## config.mk

```make
export PLATFORM = sky130hd
export DESIGN_NAME = swc_config_decode
export DESIGN_NICKNAME = d
export VERILOG_FILES = /design/src/verilog/swc_pkg.sv /design/src/verilog/swc_config_decode.sv /design/src/verilog/swc_mode_decode.sv
export SDC_FILE = /design/constraint.sdc
export NUM_CORES = 1
export LEC_CHECK = 0
export BUFFER_PORTS_ARGS = -buffer_cell sky130_fd_sc_hd__buf_2
export CORE_AREA = 5 5 112 114
export CTS_BUF_LIST = sky130_fd_sc_hd__clkbuf_4 sky130_fd_sc_hd__clkbuf_8
export DETAILED_ROUTE_END_ITERATION = 10
export DIE_AREA = 0 0 117 119
export HOLD_SLACK_MARGIN = 0.03
export PLACE_DENSITY_LB_ADDON = 0.2
export SETUP_SLACK_MARGIN = 0.5
export SKIP_LAST_GASP = 1
export SLEW_MARGIN = 40
export SYNTH_ARGS = -nofsm -noshare
export SYNTH_HDL_FRONTEND = slang
export SYNTH_HIERARCHICAL = 1
export SYNTH_SLANG_ARGS = --single-unit
```

## constraint.sdc

```tcl
create_clock -name CLK_I -period 1.8 [get_ports CLK_I]
set_clock_uncertainty 0.2 [all_clocks]
set_input_delay 0 -clock CLK_I [delete_from_list [all_inputs] [get_ports CLK_I]]
set_output_delay 0 -clock CLK_I [all_outputs]
set_load 0.01 [all_outputs]
```

## src/verilog/swc_pkg.sv

```systemverilog
/*
  Shared definitions of the supervisor and watchdog configuration decoder:
  register indices and byte addresses, field positions, erased values,
  write masks, mode encodings and the packed carriers of the top module.
  Assumes a 32-bit APB with a 24-bit byte address.
*/
package swc_pkg;

  // ==========================================================================
  // Register map (printed offsets are word indices, byte address = 4 x index)
  localparam logic [23:0] SUP_WORD_IDX = 24'h300002;
  localparam logic [23:0] WDT_WORD_IDX = 24'h300004;
  localparam logic [23:0] STATUS_IDX = 24'h300010;
  localparam logic [23:0] RUNTIME_IDX = 24'h300012;
  localparam logic [23:0] SUP_WORD_ADDR = {SUP_WORD_IDX[21:0], 2'b00};
  localparam logic [23:0] WDT_WORD_ADDR = {WDT_WORD_IDX[21:0], 2'b00};
  localparam logic [23:0] STATUS_ADDR = {STATUS_IDX[21:0], 2'b00};
  localparam logic [23:0] RUNTIME_ADDR = {RUNTIME_IDX[21:0], 2'b00};

  // ==========================================================================
  // Erased values and implemented-bit masks; unimplemented bits read zero
  localparam logic [15:0] SUP_WORD_RST = 16'hbf63;
  localparam logic [15:0] SUP_WORD_MASK = 16'hbfe3;
  localparam logic [15:0] WDT_WORD_RST = 16'h3f7f;
  localparam logic [15:0] WDT_WORD_MASK = 16'h3f7f;

  // ==========================================================================
  // Supervisor word field positions
  localparam int unsigned SUP_LEGACY_BIT = 15;
  localparam int unsigned SUP_DEBUG_BIT = 13;
  localparam int unsigned SUP_STACK_BIT = 12;
  localparam int unsigned SUP_LOCK1_BIT = 11;
  localparam int unsigned SUP_ZC_OFF_BIT = 10;
  localparam int unsigned SUP_BOR_LVL_LSB = 8;
  localparam int unsigned SUP_BOR_MODE_LSB = 6;
  localparam int unsigned SUP_LPBOR_BIT = 5;
  localparam int unsigned SUP_PUT_OFF_BIT = 1;
  localparam int unsigned SUP_RSTPIN_BIT = 0;

  // ==========================================================================
  // Watchdog word field positions and special codes
  localparam int unsigned WDT_CCS_LSB = 11;
  localparam int unsigned WDT_CWS_LSB = 8;
  localparam int unsigned WDT_MODE_LSB = 5;
  localparam int unsigned WDT_CPS_LSB = 0;
  localparam logic [2:0] CCS_LFO = 3'h0;
  localparam logic [2:0] CCS_MFO = 3'h1;
  localparam logic [2:0] CCS_SW = 3'h7;
  localparam logic [2:0] CWS_SW = 3'h7;
  localparam logic [2:0] CWS_FULL = 3'h6;
  localparam logic [3:0] WIN_FULL_EIGHTHS = 4'h8;
  localparam logic [4:0] CPS_MAX_FIXED = 5'h12;
  localparam logic [4:0] CPS_SW = 5'h1f;
  localparam logic [4:0] PERIOD_EXP_OFFSET = 5'h05;
  localparam logic [4:0] PERIOD_EXP_MIN = 5'h05;
  localparam logic [4:0] PERIOD_EXP_SW_DFLT = 5'h10;

  // ==========================================================================
  // Enumerations
  typedef enum logic [1:0] {
    SWC_MODE_OFF = 2'b00,
    SWC_MODE_SW = 2'b01,
    SWC_MODE_AWAKE = 2'b10,
    SWC_MODE_ON = 2'b11
  } swc_mode_t;

  typedef enum logic [1:0] {
    SWC_BOR_2V85 = 2'b00,
    SWC_BOR_2V70 = 2'b01,
    SWC_BOR_2V45 = 2'b10,
    SWC_BOR_1V90 = 2'b11
  } swc_bor_level_t;

  typedef enum logic [1:0] {
    SWC_WCLK_NONE = 2'b00,
    SWC_WCLK_LFO = 2'b01,
    SWC_WCLK_MFO = 2'b10,
    SWC_WCLK_SW = 2'b11
  } swc_wclk_t;

  typedef enum logic [1:0] {
    SWC_ROUTE_CLOSED = 2'b00,
    SWC_ROUTE_OPEN = 2'b01,
    SWC_ROUTE_SEALED = 2'b10
  } swc_route_t;

  // ==========================================================================
  // Carriers
  typedef struct packed {
    logic psel;
    logic penable;
    logic pwrite;
    logic [23:0] paddr;
    logic [31:0] pwdata;
  } swc_apb_req_t;

  typedef struct packed {
    logic pready;
    logic pslverr;
    logic [31:0] prdata;
  } swc_apb_rsp_t;

  typedef struct packed {
    logic ext_isa_en;
    logic debugger_en;
    logic stack_fault_rst_en;
    logic pin_route_lock_once;
    logic zero_cross_always_on;
    swc_bor_level_t bor_level;
    swc_mode_t bor_mode;
    logic low_power_bor_en;
    logic powerup_timer_en;
    logic ext_pin_is_reset;
    swc_mode_t wdog_mode;
    swc_wclk_t wdog_clk;
    logic [3:0] wdog_win_open_eighths;
    logic wdog_win_sw_ctrl;
    logic wdog_win_keyed;
    logic [4:0] wdog_period_exp;
    logic wdog_period_sw_ctrl;
  } swc_settings_t;

  typedef struct packed {
    logic bor_active;
    logic wdog_running;
    logic zero_cross_on;
    logic stack_fault_reset;
    logic pin_route_locked;
  } swc_runtime_t;

endpackage : swc_pkg

```

## src/verilog/swc_config_decode.sv

```systemverilog
/*
  Supervisor and watchdog configuration decoder. Holds the two 16-bit
  configuration words behind an APB slave, samples them at device reset
  and drives static settings plus a few run-time enables.
  Assumes all inputs are synchronous to CLK_I and that DEV_RESET_I is a
  level held high for the whole device reset.
*/
// Local design decision: the APB register port.
`timescale 1ns/1ns
`default_nettype none

module swc_config_decode (
  // Clock and reset
  input wire logic CLK_I,
  input wire logic RSTN_I,
  // Register bus
  input wire swc_pkg::swc_apb_req_t APB_REQ_I,
  output swc_pkg::swc_apb_rsp_t APB_RSP_O,
  // Device reset and straps sampled with the words
  input wire logic DEV_RESET_I,
  input wire logic LOW_VOLT_PROG_EN_I,
  input wire logic LV_VARIANT_I,
  // Run-time qualifiers from the core and peripherals
  input wire logic SLEEP_I,
  input wire logic BROWNOUT_SW_ENABLE_I,
  input wire logic WDOG_SW_ENABLE_I,
  input wire logic ZERO_CROSS_SW_ENABLE_I,
  input wire logic ZERO_CROSS_MODULE_OFF_I,
  input wire logic STACK_FAULT_I,
  // Pin-routing lock requests
  input wire logic ROUTE_UNLOCK_I,
  input wire logic ROUTE_LOCK_SET_I,
  input wire logic ROUTE_LOCK_CLR_I,
  // Decoded results
  output swc_pkg::swc_settings_t SETTINGS_O,
  output swc_pkg::swc_runtime_t RUNTIME_O
);
  import swc_pkg::*;

  // ==========================================================================
  // State
  typedef struct packed {
    logic [15:0] sup_word;
    logic [15:0] wdt_word;
    logic [15:0] sup_snap;
    logic [15:0] wdt_snap;
    logic load_pending;
    swc_settings_t settings;
    swc_runtime_t runtime;
    swc_route_t route;
    logic pready;
    logic pslverr;
    logic [31:0] prdata;
  } swc_state_t;

  swc_state_t state_reg;
  swc_state_t state_next;
  logic bor_en;
  logic wdog_en;
  logic setup_phase;
  logic access_done;
  logic sample_now;

  // ==========================================================================
  // Word decoder
  // Pure function of the stored words and straps, so the snapshot is one register load
  function automatic swc_settings_t decode_words(
    input logic [15:0] sw,
    input logic [15:0] ww,
    input logic lvprog,
    input logic lv
  );
    swc_settings_t s;
    logic [1:0] lvl;
    logic [2:0] ccs;
    logic [2:0] cws;
    logic [4:0] cps;
    s = '0;
    lvl = sw[SUP_BOR_LVL_LSB +: 2];
    ccs = ww[WDT_CCS_LSB +: 3];
    cws = ww[WDT_CWS_LSB +: 3];
    cps = ww[WDT_CPS_LSB +: 5];
    s.ext_isa_en = ~sw[SUP_LEGACY_BIT];
    s.debugger_en = ~sw[SUP_DEBUG_BIT];
    s.stack_fault_rst_en = sw[SUP_STACK_BIT];
    s.pin_route_lock_once = sw[SUP_LOCK1_BIT];
    s.zero_cross_always_on = ~sw[SUP_ZC_OFF_BIT];
    // Top level code differs between the two supply variants
    case (lvl)
      2'b00: s.bor_level = SWC_BOR_2V85;
      2'b01: s.bor_level = SWC_BOR_2V70;
      2'b10: s.bor_level = SWC_BOR_2V45;
      2'b11: s.bor_level = lv ? SWC_BOR_1V90 : SWC_BOR_2V45;
      default: s.bor_level = SWC_BOR_2V85;
    endcase
    s.bor_mode = swc_mode_t'(sw[SUP_BOR_MODE_LSB +: 2]);
    s.low_power_bor_en = ~sw[SUP_LPBOR_BIT];
    s.powerup_timer_en = ~sw[SUP_PUT_OFF_BIT];
    s.ext_pin_is_reset = lvprog | sw[SUP_RSTPIN_BIT];
    s.wdog_mode = swc_mode_t'(ww[WDT_MODE_LSB +: 2]);
    // Clock source; reserved codes fall back to the low oscillator
    if (s.wdog_mode == SWC_MODE_OFF) begin
      s.wdog_clk = SWC_WCLK_NONE;
    end else begin
      case (ccs)
        CCS_LFO: s.wdog_clk = SWC_WCLK_LFO;
        CCS_MFO: s.wdog_clk = SWC_WCLK_MFO;
        CCS_SW: s.wdog_clk = SWC_WCLK_SW;
        default: s.wdog_clk = SWC_WCLK_LFO;
      endcase
    end
    // Open share in eighths: code 000 is one eighth, i.e. 12.5 percent
    if (cws == CWS_SW || cws == CWS_FULL) begin
      s.wdog_win_open_eighths = WIN_FULL_EIGHTHS;
    end else begin
      s.wdog_win_open_eighths = 4'(cws) + 4'h1;
    end
    s.wdog_win_sw_ctrl = (cws == CWS_SW);
    s.wdog_win_keyed = (cws != CWS_SW);
    // Period exponent; out-of-range codes fall back to the shortest
    if (cps == CPS_SW) begin
      s.wdog_period_exp = PERIOD_EXP_SW_DFLT;
      s.wdog_period_sw_ctrl = 1'b1;
    end else if (cps > CPS_MAX_FIXED) begin
      s.wdog_period_exp = PERIOD_EXP_MIN;
      s.wdog_period_sw_ctrl = 1'b0;
    end else begin
      s.wdog_period_exp = cps + PERIOD_EXP_OFFSET;
      s.wdog_period_sw_ctrl = 1'b0;
    end
    return s;
  endfunction : decode_words

  // ==========================================================================
  // Mode decoders for brown-out and watchdog enables
  swc_mode_decode u_bor_mode (
    .mode_i(state_reg.settings.bor_mode),
    .sw_enable_i(BROWNOUT_SW_ENABLE_I),
    .sleep_i(SLEEP_I),
    .enable_o(bor_en)
  );

  swc_mode_decode u_wdog_mode (
    .mode_i(state_reg.settings.wdog_mode),
    .sw_enable_i(WDOG_SW_ENABLE_I),
    .sleep_i(SLEEP_I),
    .enable_o(wdog_en)
  );

  // ==========================================================================
  // Bus phase decode
  assign setup_phase = APB_REQ_I.psel & ~APB_REQ_I.penable;
  assign access_done = APB_REQ_I.psel & APB_REQ_I.penable & state_reg.pready;
  // Snapshot once after power-up and on every device reset cycle
  assign sample_now = DEV_RESET_I | state_reg.load_pending;

  // ==========================================================================
  // Next-state logic
  always_comb begin
    state_next = state_reg;

    // Stored words; a write here only shows after the next device reset
    if (access_done && APB_REQ_I.pwrite && !state_reg.pslverr) begin
      if (APB_REQ_I.paddr == SUP_WORD_ADDR) begin
        state_next.sup_word = APB_REQ_I.pwdata[15:0] & SUP_WORD_MASK;
      end else if (APB_REQ_I.paddr == WDT_WORD_ADDR) begin
        state_next.wdt_word = APB_REQ_I.pwdata[15:0] & WDT_WORD_MASK;
      end
    end

    // Snapshot of words and straps; held constant between device resets
    state_next.load_pending = 1'b0;
    if (sample_now) begin
      state_next.sup_snap = state_reg.sup_word;
      state_next.wdt_snap = state_reg.wdt_word;
      state_next.settings = decode_words(state_reg.sup_word,
        state_reg.wdt_word, LOW_VOLT_PROG_EN_I, LV_VARIANT_I);
    end

    // Run-time enables, one register stage behind their inputs
    state_next.runtime.bor_active = bor_en;
    state_next.runtime.wdog_running = wdog_en;
    // Module-off bit only matters when the detector is not forced on
    state_next.runtime.zero_cross_on = state_reg.settings.zero_cross_always_on
      | (ZERO_CROSS_SW_ENABLE_I & ~ZERO_CROSS_MODULE_OFF_I);
    state_next.runtime.stack_fault_reset = STACK_FAULT_I
      & state_reg.settings.stack_fault_rst_en;

    // Pin-routing lock: an unlock in the closed state opens one change window
    case (state_reg.route)
      SWC_ROUTE_CLOSED: begin
        if (ROUTE_UNLOCK_I) begin
          state_next.route = SWC_ROUTE_OPEN;
        end
      end
      SWC_ROUTE_OPEN: begin
        if (ROUTE_LOCK_SET_I) begin
          state_next.runtime.pin_route_locked = 1'b1;
          // In lock-once mode the set is final until device reset
          state_next.route = state_reg.settings.pin_route_lock_once ?
            SWC_ROUTE_SEALED : SWC_ROUTE_CLOSED;
        end else if (ROUTE_LOCK_CLR_I) begin
          state_next.runtime.pin_route_locked = 1'b0;
          state_next.route = SWC_ROUTE_CLOSED;
        end
      end
      SWC_ROUTE_SEALED: begin
        state_next.route = SWC_ROUTE_SEALED;
      end
      default: begin
        state_next.route = SWC_ROUTE_CLOSED;
      end
    endcase
    if (DEV_RESET_I) begin
      state_next.route = SWC_ROUTE_CLOSED;
      state_next.runtime.pin_route_locked = 1'b0;
    end

    // Bus slave: answer in the first access cycle, no wait states
    state_next.pready = 1'b0;
    if (setup_phase && !state_reg.pready) begin
      state_next.pready = 1'b1;
      state_next.pslverr = 1'b0;
      state_next.prdata = 32'h0;
      case (APB_REQ_I.paddr)
        SUP_WORD_ADDR: state_next.prdata = {16'h0, state_reg.sup_word};
        WDT_WORD_ADDR: state_next.prdata = {16'h0, state_reg.wdt_word};
        STATUS_ADDR: state_next.prdata = {state_reg.wdt_snap,
          state_reg.sup_snap};
        RUNTIME_ADDR: state_next.prdata = {25'h0, state_reg.route,
          state_reg.runtime};
        // Unmapped or misaligned addresses report an error
        default: state_next.pslverr = 1'b1;
      endcase
    end
  end

  // ==========================================================================
  // State register; the words come back erased at power-on reset
  always_ff @(posedge CLK_I or negedge RSTN_I) begin
    if (!RSTN_I) begin
      state_reg <= '0;
      state_reg.sup_word <= SUP_WORD_RST;
      state_reg.wdt_word <= WDT_WORD_RST;
      state_reg.load_pending <= 1'b1;
    end else begin
      state_reg <= state_next;
    end
  end

  // ==========================================================================
  // Outputs straight from the state register
  assign APB_RSP_O.pready = state_reg.pready;
  assign APB_RSP_O.pslverr = state_reg.pslverr;
  assign APB_RSP_O.prdata = state_reg.prdata;
  assign SETTINGS_O = state_reg.settings;
  assign RUNTIME_O = state_reg.runtime;

endmodule : swc_config_decode

`default_nettype wire

```

## src/verilog/swc_mode_decode.sv

```systemverilog
/*
  Four-way enable decoder shared by the brown-out and watchdog paths:
  off, software controlled, on while awake, always on.
  Assumes its inputs are stable registered levels of one clock domain.
*/
`timescale 1ns/1ns
`default_nettype none

module swc_mode_decode (
  // Mode and qualifiers
  input wire swc_pkg::swc_mode_t mode_i,
  input wire logic sw_enable_i,
  input wire logic sleep_i,
  // Result
  output logic enable_o
);
  import swc_pkg::*;

  // ==========================================================================
  // Decode; the software bit only counts in software mode
  always_comb begin
    case (mode_i)
      SWC_MODE_ON: enable_o = 1'b1;
      SWC_MODE_AWAKE: enable_o = ~sleep_i;
      SWC_MODE_SW: enable_o = sw_enable_i;
      SWC_MODE_OFF: enable_o = 1'b0;
      default: enable_o = 1'b0;
    endcase
  end

endmodule : swc_mode_decode

`default_nettype wire

```

==> results.md, run 1 <==
* Die Height at 119 um
* Fraction of registers with async set/reset at 100.0%
* WS Path Type: register to register
* YS warnings at 6
* Ant diodes at 0
* RePlAce Congestion at 0.8846
* Min Tclk post-route at 1.898 ns
* Worst setup path end: APB_RSP_O[0]$_DFFE_PN0P_
* Global routing's busiest layer: met2
* Grt ovf at 0
* PortBufs at 118
* Register area share after synthesis at 52.76%
* CTS tree: done
* CP max stage delay at 0.40 ns
* Reg area at 2784 sq um
* Root Driver: clkbuf_8
* Mapped Cells at 510
* Post-route ant nets at 0
* Clock latency on the worst-skew pair at 0.37 ns
* DR iter-0 viols at 185
* GR Layer Usage met3 at under 10%
* Vias at 4096
* Most frequent cells after synthesis: 119 x nand2_1, 85 x dfrtp_1, 69 x buf_4
* Clock slew at reported path FFs at 0.09 ns
* Worst-Margin Slew at around 0.61 ns
* Tcrit/Tclk final at 105.4%
* LEAKAGE at between 3 and 4 nW
* Area of the multi-input gates at 2359 sq um
* M1 GR Usage at 26.29%
* Synth Register Bits at 110
* Final-report setup violation count at 36
* Fillers at 891
* H-tree depth at 3
* Unrepaired setup endpoints after global routing: true
* Max cap viols at 0
* CORE AREA at about 11000 sq um
* Initial core utilization at 46.61%
* CP max-delay cell: dfrtp_1
* Reg2Reg Depth at 5
* Post-Route WL at around 14000 um
* Reg2reg start: APB_RSP_O[33]$_DFF_PN0_
* DP HPWL at 9585 um
* Total CTS buffers at 9
* Critical Path Source Type: register
* Count leader, synth: nand2_1
* Full die area at 13920 sq um
* Worst VDD drop at 371.2 uV
* Post-synthesis cell type count at 51
* Rows at 39
* Nets at between 700 and 800
* Post-synth EDFFs at 0
* Area Growth Syn to Fin at 35.05%
* Largest net degree at the start of global routing at 37
* Non-filler instance count after layout at 790
* Routed len/inst at 17.56 um
* GRT Overall Usage at approximately a fifth
* Inst Count DP at slightly above 700
* Vias in the first global route at 4233
* Layout cell share with drive strength beyond 1 at 52.70%
* Slew Limit Fails at 0
* Critical path cell sequence: or3b_4 > or3_4 > nor4_4 > buf_6 > a22o_1
* Synthesized area per cell at 10.35 sq um
* CP endpoint kind: register
* Worst Path Required at ~1.9 ns
* Setup TNS Final at -1.493 ns
* First-pass GRT wire length at 21330 um
* Post-Syn Area at around 5300 sq um
* Die W at about 120 um
* Hold Crit Class: input pin to asynchronous set/reset pin
* Outcome: complete, but fails checks
* Largest register FFs at 51
* First drt pass iteration count at 4
* R2R Setup Slk at -0.1 ns
* Worst hold slack at -0.1066 ns
* Max transition margin at 58.53%
* Pre-CTS WS at -0.1800 ns
* Final Hold Violating Endpoints at 31
* Failing checks: hold timing, setup timing
* I/O pin cnt at 140
* Worst r2r dst: APB_RSP_O[0]$_DFFE_PN0P_
* P per Cell Area at 638.4 nW/um^2
* CTS sink cnt at 110
* Met2 usage at 31.93%
* Main synth FF type: dfrtp_1
* Worst setup margin at -0.09772 ns
* Share of the synthesized area in the top cell type at between 40 and 50%
* Core Util, Final at 62.94%
* CTS max path bufs at 2
* Crit path launch: APB_RSP_O[33]$_DFF_PN0_
* Critical Path AT at 2.01 ns
* CTS hold repair buffers at 30
* Yosys top cell by area: dfrtp_1
* Fmax at 526.9 MHz
* DRC at 0
* Tot Pwr at 4.549 mW
* Via density at 5.185
* Top cells by area, synth: dfrtp_1 40%, dfstp_2 12%, buf_4 9.8%
* Critical path fanouts, max at 9
* Initial antenna violation count at 0
[final cells by class]
type	instances	area share, %
sequential	110	39.07
multi-input combinational	308	33.10
timing repair buffer	205	21.83
clock buffer	14	2.529
tap	143	2.511
clock inverter	2	0.5443
inverter	8	0.4214
[power breakdown]
group / internal, mW / total (mW) / leakage, nW / switching, mW
clock network: 0.793 / 1.60 / 0.114 / 0.804
logic: 0.221 / 0.453 / 1.93 / 0.232
registers: 2.49 / 2.50 / 1.39 / 0.0119
total: 3.50 / 4.55 / 3.43 / 1.05
[worst max-delay path, delay by kind of cell (launching register included)]
family,cells,cell delay [ns]
AO/OA/AOI/OAI,1,0.13
buffers and inverters,1,0.18
flip-flops,1,0.40
AND/OR/NAND/NOR,3,0.93
[what timing repair did]
action	CTS	global route
gates resized for setup	54	78
pin swaps	47	28
cloned	3	6
setup endpoints to repair	98	103
hold endpoints to repair	172	30
buffers inserted	14	9
[per-stage QoR]
stage,hold slack (ns),instance area [sq um]
global route,-0.08503,7126
detailed placement,-0.2500,5857
finish,-0.1066,7126
global placement,-0.2560,5857
CTS,-0.1129,6709
floorplan,-0.4956,5515
[kinds of logic (layout without fill, tap and decap cells)]
logic type | after synthesis | after routing | share of synthesized area, %
XOR/XNOR | 4 | 4 | 0.6641
AND/OR/NAND/NOR | 177 | 180 | 15.15
buffers and inverters | 99 | 229 | 12.16
adder cells (fa/ha/maj) | 5 | 5 | 1.138
other | 1 | 5 | 0.07107
AO/OA/AOI/OAI | 84 | 84 | 11.76
multiplexers | 30 | 30 | 6.284
flip-flops | 110 | 110 | 52.76
[placed cells by master, fill, tap and decap left out, drive strengths merged, types with 2 or more instances in the layout]
master	n
dlygate4sd3	29
or2	4
nor3	5
nor4	6
buf	173
inv	7
nor2b	4
a32o	3
mux2	25
and2	2
dfstp	25
a21o	3
a221o	4
nand4	3
dfrtp	85
a22o	20
a22oi	6
nand2	119
conb	5
nand3	5
xor2	3
o21ai	30
nor2	24
ha	4
a21oi	8
o31ai	3
clkbuf	16
or3b	2
mux2i	5
clkinv	2
o21a	4
[routing by layer]
metal | part of all wire, % | up-vias
met3 | 6.0 | 22
met4 | 1.9 | 0
met2 | 49 | 138
met1 | 43 | 2005
met5 | 0 | -
li1 | - | 1931
[how the worst min path moves through the flow]
stage,start,end,depth (start not counted)
3_3_place_gp,RSTN_I,SETTINGS_O[5]$_DFFE_PN0P_,1
4_1_cts,RSTN_I,SETTINGS_O[16]$_DFFE_PN0P_,2
5_1_grt,RSTN_I,SETTINGS_O[11]$_DFFE_PN0P_,2
6_report,RSTN_I,SETTINGS_O[0]$_DFFE_PN0P_,2
2_1_floorplan,RSTN_I,APB_RSP_O[0]$_DFFE_PN0P_,0
3_5_place_dp,RSTN_I,SETTINGS_O[3]$_DFFE_PN0P_,1
No activity file was read; power rests on OpenSTA's default activity.
==> run 2: changes to the inputs <==
--- a/config.mk
+++ b/config.mk
@@ -7,7 +7,6 @@
 export LEC_CHECK = 0
 export BUFFER_PORTS_ARGS = -buffer_cell sky130_fd_sc_hd__buf_2
 export CORE_AREA = 5 5 112 114
-export CTS_BUF_LIST = sky130_fd_sc_hd__clkbuf_4 sky130_fd_sc_hd__clkbuf_8
 export DETAILED_ROUTE_END_ITERATION = 10
 export DIE_AREA = 0 0 117 119
 export HOLD_SLACK_MARGIN = 0.03
==> run 2 against run 1 <==
  * The flow still finishes with violations (hold timing, setup timing)
  * Cell count fell by 0.63%
  * Sequential power is essentially flat
  * Hold slack improved by 0.029 ns
  * Final area shrank 0.19%
  * Global-route usage up 0.29 points
  * Flip-flop and latch count unchanged
  * Critical path type unchanged
  * Non-clock buffer count fell by 4
  * Highest routed layer unchanged
  * Fmax barely moved
  * Wire length is 0.16% lower
==> results.md, run 2 (synthesis gave the netlist of run 1 again) <==
* Outcome: complete, but fails checks
* Failing checks: hold timing, setup timing
* Nets at ~700
* Die W at 117 um
* RePlAce Congestion at 0.8846
* Final Hold Violating Endpoints at 38
* Initial core utilization at 46.61%
* Slew Limit Fails at 0
* Largest net degree at the start of global routing at 37
* Full die area at 13920 sq um
* CORE AREA at 11320 sq um
* Total CTS buffers at 9
* CTS sink cnt at 110
* CTS hold repair buffers at 29
* Area Growth Syn to Fin at 34.79%
* Worst-Margin Slew at 0.6167 ns
* Ant diodes at 0
* Hold Crit Class: input pin to asynchronous set/reset pin
* Root Driver: clkbuf_16
* Layout cell share with drive strength beyond 1 at 51.71%
* LEAKAGE at 3.419 nW
* Met1 WL at 6123 um
* Min Tclk post-route at 1.899 ns
* Tcrit/Tclk final at 105.5%
* Routed len/inst at between 15 and 20 um
* Vias in the first global route at 4238
* Max Used Layer: met4
* Largest register FFs at 51
* DRC at 0
* Rows at 39
* Clock latency on the worst-skew pair at between 0.3 and 0.4 ns
* PortBufs at 118
* Fillers at 894
* Unrepaired setup endpoints after global routing: true
* Critical path fanouts, max at 9
* DP HPWL at approximately 9600 um
* Met3 WL at 776 um
* GRT Overall Usage at ~20%
* First drt pass iteration count at 4
* First-pass GRT wire length at 21540 um
* Post-Route WL at ~14000 um
* DP Area at 5857 sq um
* Worst hold slack at -0.07757 ns
* R2R Setup Slk at -0.1 ns
* Worst r2r dst: APB_RSP_O[1]$_DFFE_PN0P_
* Critical Path Source Type: register
* Worst VDD drop at 542.9 uV
* Vias at 4046
* Initial antenna violation count at 0
* P per Cell Area at just over 700 nW/um^2
* Reg area at 2784 sq um
* Max transition margin at 58.31%
* Die Height at 119 um
* CP max stage delay at 0.40 ns
* Grt ovf at 0
* CTS tree: done
* Most frequent cells in the layout: 117 x buf_2, 85 x dfrtp_1, 80 x nand2_1
* Most common cell after layout, fill and taps aside: buf_2
* Critical Path AT at 1.98 ns
* WS Path Type: register to register
* Worst Path Required at 1.89 ns
* Inst Count DP at 712
* Max cap viols at 0
* Final-report setup violation count at 36
* Post-route ant nets at 0
* Reg2reg start: APB_RSP_O[33]$_DFF_PN0_
* Reg2Reg Depth at 5
* Area of the multi-input gates at 2338 sq um
* CP max-delay cell: dfrtp_1
* I/O pin cnt at 140
* Via density at 5.154
* H-tree depth at 3
* Routed wl met2 at 6777 um
* Fin area at 7112 sq um
* Critical path cell sequence: or3b_4 > or3_4 > nor4_4 > buf_6 > a22o_1
* Worst setup margin at -0.09919 ns
* Fmax at around 530 MHz
* CP endpoint kind: register
* Non-filler instance count after layout at approximately 800
* Clock slew at reported path FFs at around 0.070 ns
* CTS max path bufs at 2
* DR iter-0 viols at 219
run 2: changes by cell type in the layout (fill, tap and decap cells not counted), moves of 2 or more:
cell,before,now
buf_4,28,30
clkbuf_16,2,9
clkbuf_1,0,2
clkbuf_8,12,3
clkbuf_4,2,0
run 2: what timing repair did:
action                     4_1_cts  5_1_grt
hold endpoints to repair       162       56
setup endpoints to repair       98      102
gates cloned                     3        2
pin swaps                       48       24
buffers inserted                15        8
resized for setup               58       68
run 2: worst max-delay path: cells and delay by family, from the launching register on:
family / cells / cell delay, ns
AO/OA/AOI/OAI: 1 / 0.13
buffers and inverters: 1 / 0.19
flip-flops: 1 / 0.40
AND/OR/NAND/NOR: 3 / 0.93
run 2: how the worst max path moves through the flow:
stage                                  from                    endpoint  slack (ns)  depth (start not counted)
floorplan           APB_RSP_O[33]$_DFF_PN0_    APB_RSP_O[0]$_DFFE_PN0P_       -0.07                          4
CTS                 APB_RSP_O[33]$_DFF_PN0_    APB_RSP_O[6]$_DFFE_PN0P_       -0.07                          5
global placement              APB_REQ_I[33]  state_reg[125]$_DFFE_PN0P_       -0.09                          6
finish              APB_RSP_O[33]$_DFF_PN0_    APB_RSP_O[1]$_DFFE_PN0P_        -0.1                          5
global route        APB_RSP_O[33]$_DFF_PN0_   APB_RSP_O[11]$_DFFE_PN0P_       -0.18                          7
detailed placement            APB_REQ_I[44]  state_reg[125]$_DFFE_PN0P_       -0.18                          6
run 2: final cells by class:
cell class / instances / area share [%]
repair buffers: 201 / 20.64
flip-flops and latches: 110 / 39.14
inverters: 8 / 0.4222
clock inverters: 2 / 0.5454
clock buffers: 14 / 3.853
well taps: 143 / 2.516
multi-input cells: 307 / 32.88
run 2: per-stage QoR:
stage	util, %	setup TNS [ns]	hold WS [ns]	total power, mW	setup WS (ns)
after floorplan	-	-0.9532	-0.4956	2.677	-0.06810
after global placement	51.74	-0.9148	-0.2560	2.831	-0.09209
after detailed placement	51.74	-3.211	-0.2500	2.838	-0.1800
after CTS	60.20	-0.8069	-0.08068	5.015	-0.06954
after global routing	62.82	-5.157	-0.05044	5.184	-0.1818
final	62.82	-1.413	-0.07757	5.005	-0.09919
run 2: power breakdown:
| part | switching [mW] | internal, mW |
|---|---|---|
| Sequential | 0.0105 | 2.49 |
| Combinational | 0.226 | 0.202 |
| Clock | 0.881 | 1.20 |
| Total | 1.12 | 3.89 |
run 2: layer usage:
layer	vias up	global-route usage, %
li1	1917	-
met1	1984	26.56
met2	127	32.54
met3	18	4.361
met4	0	5.520
met5	-	0
==> run 3: changes to the inputs <==
--- a/config.mk
+++ b/config.mk
@@ -6,9 +6,9 @@
 export NUM_CORES = 1
 export LEC_CHECK = 0
 export BUFFER_PORTS_ARGS = -buffer_cell sky130_fd_sc_hd__buf_2
-export CORE_AREA = 5 5 112 114
+export CORE_AREA = 5 5 113 115
 export DETAILED_ROUTE_END_ITERATION = 10
-export DIE_AREA = 0 0 117 119
+export DIE_AREA = 0 0 118 120
 export HOLD_SLACK_MARGIN = 0.03
 export PLACE_DENSITY_LB_ADDON = 0.2
 export SETUP_SLACK_MARGIN = 0.5
@@ -16,5 +16,4 @@
 export SLEW_MARGIN = 40
 export SYNTH_ARGS = -nofsm -noshare
 export SYNTH_HDL_FRONTEND = slang
-export SYNTH_HIERARCHICAL = 1
 export SYNTH_SLANG_ARGS = --single-unit
==> run 3 against run 2 <==
  * Count of clock-buffer cells in the layout down 2
  * Register-to-register slack better by 0.09 ns
  * Power grew 3.9%
  * Worst setup slack improved by 0.087 ns
  * Wire length increased by 6.8%
  * Critical path type unchanged
  * Sequential share of layout area shrank 3.1 points
  * The run still ends with hold timing, setup timing left
  * Synthesized cell count shrank 0.59%
  * Hold slack gained 0.027 ns
  * Fmax rose by 4.8%
  * Critical path depth stayed put
  * Critical endpoint is now state_reg[125]$_DFFE_PN0P_
==> results.md, run 3 <==
* Yosys top cell by area: dfrtp_1
* Main synth FF type: dfrtp_1
* Most frequent cells in the layout: 117 x buf_2, 85 x dfrtp_1, 60 x nand2_1
* Max cap viols at 0
* Die Height at 120 um
* Root Driver: clkbuf_16
* WS Path Type: register to register
* Post-Syn Area at 5368 sq um
* Fraction of registers with async set/reset at 100.0%
* Largest register FFs at between 50 and 60
* Final-report setup violation count at 5
* Min Tclk post-route at between 1.5 and 2 ns
* Critical path cell sequence: nand4_1 > or2_4 > nor4b_4 > buf_12 > mux2_4
* Worst hold slack at -0.05098 ns
* Outcome: complete, but fails checks
* RePlAce Congestion at ~0.8
* DRC at 0
* Tot Pwr at 5.201 mW
* First drt pass iteration count at 4
* Grt ovf at 0
* Final Hold Violating Endpoints at 46
* Reg2reg start: APB_RSP_O[33]$_DFF_PN0_
* Routed len/inst at 18.40 um
* Layout cell share with drive strength beyond 1 at 57.69%
* CP max stage delay at 0.36 ns
* Rows at 40
* Clock slew at reported path FFs at 0.07 ns
* DP Area at 6062 sq um
* Die W at 118 um
* CTS max path bufs at 2
* Synth Register Bits at 110
* Tcrit/Tclk final at 100.7%
* Clock latency on the worst-skew pair at approximately 0.34 ns
* Post-Route WL at 14790 um
* First-pass GRT wire length at 23230 um
* Total CTS buffers at 9
* Vias in the first global route at 4300
* Post-synthesis cell type count at 49
* Worst VDD drop at 563.3 uV
* Critical Path Source Type: register
* CTS tree: done
* LEAKAGE at 3.758 nW
* CTS sink cnt at 110
* CP max-delay cell: dfrtp_1
* GRT Overall Usage at roughly 21%
* DP HPWL at 9510 um
* Largest net degree at the start of global routing at 41
* I/O pin cnt at 140
* Fillers at 895
* Most common cell after layout, fill and taps aside: buf_2
* Vias at 4198
* Failing checks: hold timing, setup timing
* Worst r2r dst: state_reg[125]$_DFFE_PN0P_
* Area Growth Syn to Fin at 43.80%
* Fmax at 551.8 MHz
* PortBufs at 118
* CP endpoint kind: register
* Via density at approximately 5.2
* Synthesized area per cell at 10.59 sq um
* Count leader, synth: nand2_1
* Mapped Cells at 507
* Worst Path Required at 1.83 ns
* H-tree depth at 3
* Area of the multi-input gates at 2595 sq um
* Reg2Reg Depth at 5
* CORE AREA at between 10000 and 15000 sq um
* Max transition margin at 57.76%
* Nets at 730
* Pre-CTS WS at -0.1229 ns
* Slew Limit Fails at 0
* YS warnings at 0
* Register area share after synthesis at 51.86%
* Initial antenna violation count at 0
* Worst setup margin at -0.01214 ns
* Hold Crit Class: input pin to asynchronous set/reset pin
* P per Cell Area at 673.8 nW/um^2
* Top cells by area, synth: dfrtp_1 40%, dfstp_2 12%, buf_4 9.7%
* Fin area at around 7700 sq um
* Worst-Margin Slew at 0.6288 ns
* DR iter-0 viols at 214
* Full die area at 14160 sq um
* Critical Path AT at approximately 1.8 ns
* Initial core utilization at 45.83%
* Unrepaired setup endpoints after global routing: true
* Post-synth EDFFs at 0
* Most frequent cells after synthesis: 108 x nand2_1, 85 x dfrtp_1, 69 x buf_4
* Reg area at roughly 2800 sq um
* Post-route ant nets at 0
* Share of the synthesized area in the top cell type at 39.63%
* R2R Setup Slk at -0.01 ns
* Critical path fanouts, max at 12
* Ant diodes at 0
==> run 3: cell types whose count changed after synthesis, moves of 7 or more <==
| cell | previous run | this run |
|---|---|---|
| nor2b_1 | 4 | 17 |
| a31o_2 | 0 | 13 |
| a22oi_1 | 6 | 13 |
| o21ai_2 | 10 | 0 |
| nand2_1 | 119 | 108 |
| a22o_1 | 20 | 0 |
| mux2_1 | 0 | 10 |
| o21ai_0 | 15 | 25 |
| mux2_4 | 0 | 10 |
| mux2_2 | 25 | 5 |
| nor2_1 | 22 | 15 |
==> run 3: how the worst max path moves through the flow <==
stage	startpoint	to	slack, ns	depth (start not counted)
2_1_floorplan	APB_RSP_O[33]$_DFF_PN0_	state_reg[125]$_DFFE_PN0P_	-0.02	5
3_3_place_gp	APB_REQ_I[50]	state_reg[125]$_DFFE_PN0P_	-0.06	6
3_5_place_dp	APB_REQ_I[50]	state_reg[125]$_DFFE_PN0P_	-0.12	6
4_1_cts	APB_RSP_O[33]$_DFF_PN0_	state_reg[125]$_DFFE_PN0P_	-0.03	5
5_1_grt	APB_RSP_O[33]$_DFF_PN0_	state_reg[118]$_DFFE_PN1P_	-0.06	5
6_report	APB_RSP_O[33]$_DFF_PN0_	state_reg[125]$_DFFE_PN0P_	-0.01	5
==> run 3: critical path: cells and delay by family (launching register included) <==
| kind | cells | cell delay, ns |
|---|---|---|
| muxes | 1 | 0.30 |
| and+or+nand+nor | 3 | 0.66 |
| buffers and inverters | 1 | 0.19 |
| DFF | 1 | 0.36 |
==> run 3: cell families after synthesis <==
| logic type | Yosys count | synth area share [%] |
|---|---|---|
| buf+inv | 100 | 12.24 |
| mux | 30 | 6.876 |
| simple gates | 167 | 15.55 |
| flops | 110 | 51.86 |
| fa+ha+maj | 5 | 1.166 |
| compound gates | 92 | 11.91 |
| other cells | 1 | 0.06986 |
| xor+xnor | 2 | 0.3264 |
==> run 3: cell type report <==
type	instances	area share (%)
repair buffers	220	23.41
well taps	147	2.383
clock buffers	12	3.193
multi-input cells	303	33.62
inverters	8	0.4215
clock inverters	4	0.9078
flip-flops and latches	110	36.07
==> run 3: metrics by stage <==
stage / cells / utilization, % / setup TNS, ns / hold WS [ns]
after floorplan: 511 / - / -0.05772 / -0.4956
after global placement: 714 / 51.76 / -0.5913 / -0.2173
after CTS: 787 / 61.42 / -0.2634 / -0.04597
final: 804 / 65.91 / -0.03410 / -0.05098
after global routing: 804 / 65.91 / -0.8463 / -0.02724
after detailed placement: 714 / 51.76 / -1.966 / -0.2069
==> run 3: power breakdown <==
group          total (mW)  internal, mW  switching, mW
Sequential           2.50          2.49         0.0126
Clock                2.14          1.26          0.882
Combinational       0.562         0.285          0.277
==> run 3: what timing repair did <==
item                                   CTS  global route
hold buffers                            30             1
cloned                                   7             3
buffers inserted                        20            13
resized for setup                       67            96
endpoints found under the hold margin  151            34
setup endpoints to repair               97           103
pin swaps                               37            42
==> run 3: metal layers <==
metal / global-route usage, % / routed length (um) / vias up
met4: 6.667 / 184 / 0
li1: - / - / 1976
met1: 27.20 / 6367 / 2096
met2: 33.45 / 7432 / 113
met3: 4.901 / 809 / 13
met5: 0 / 0 / -
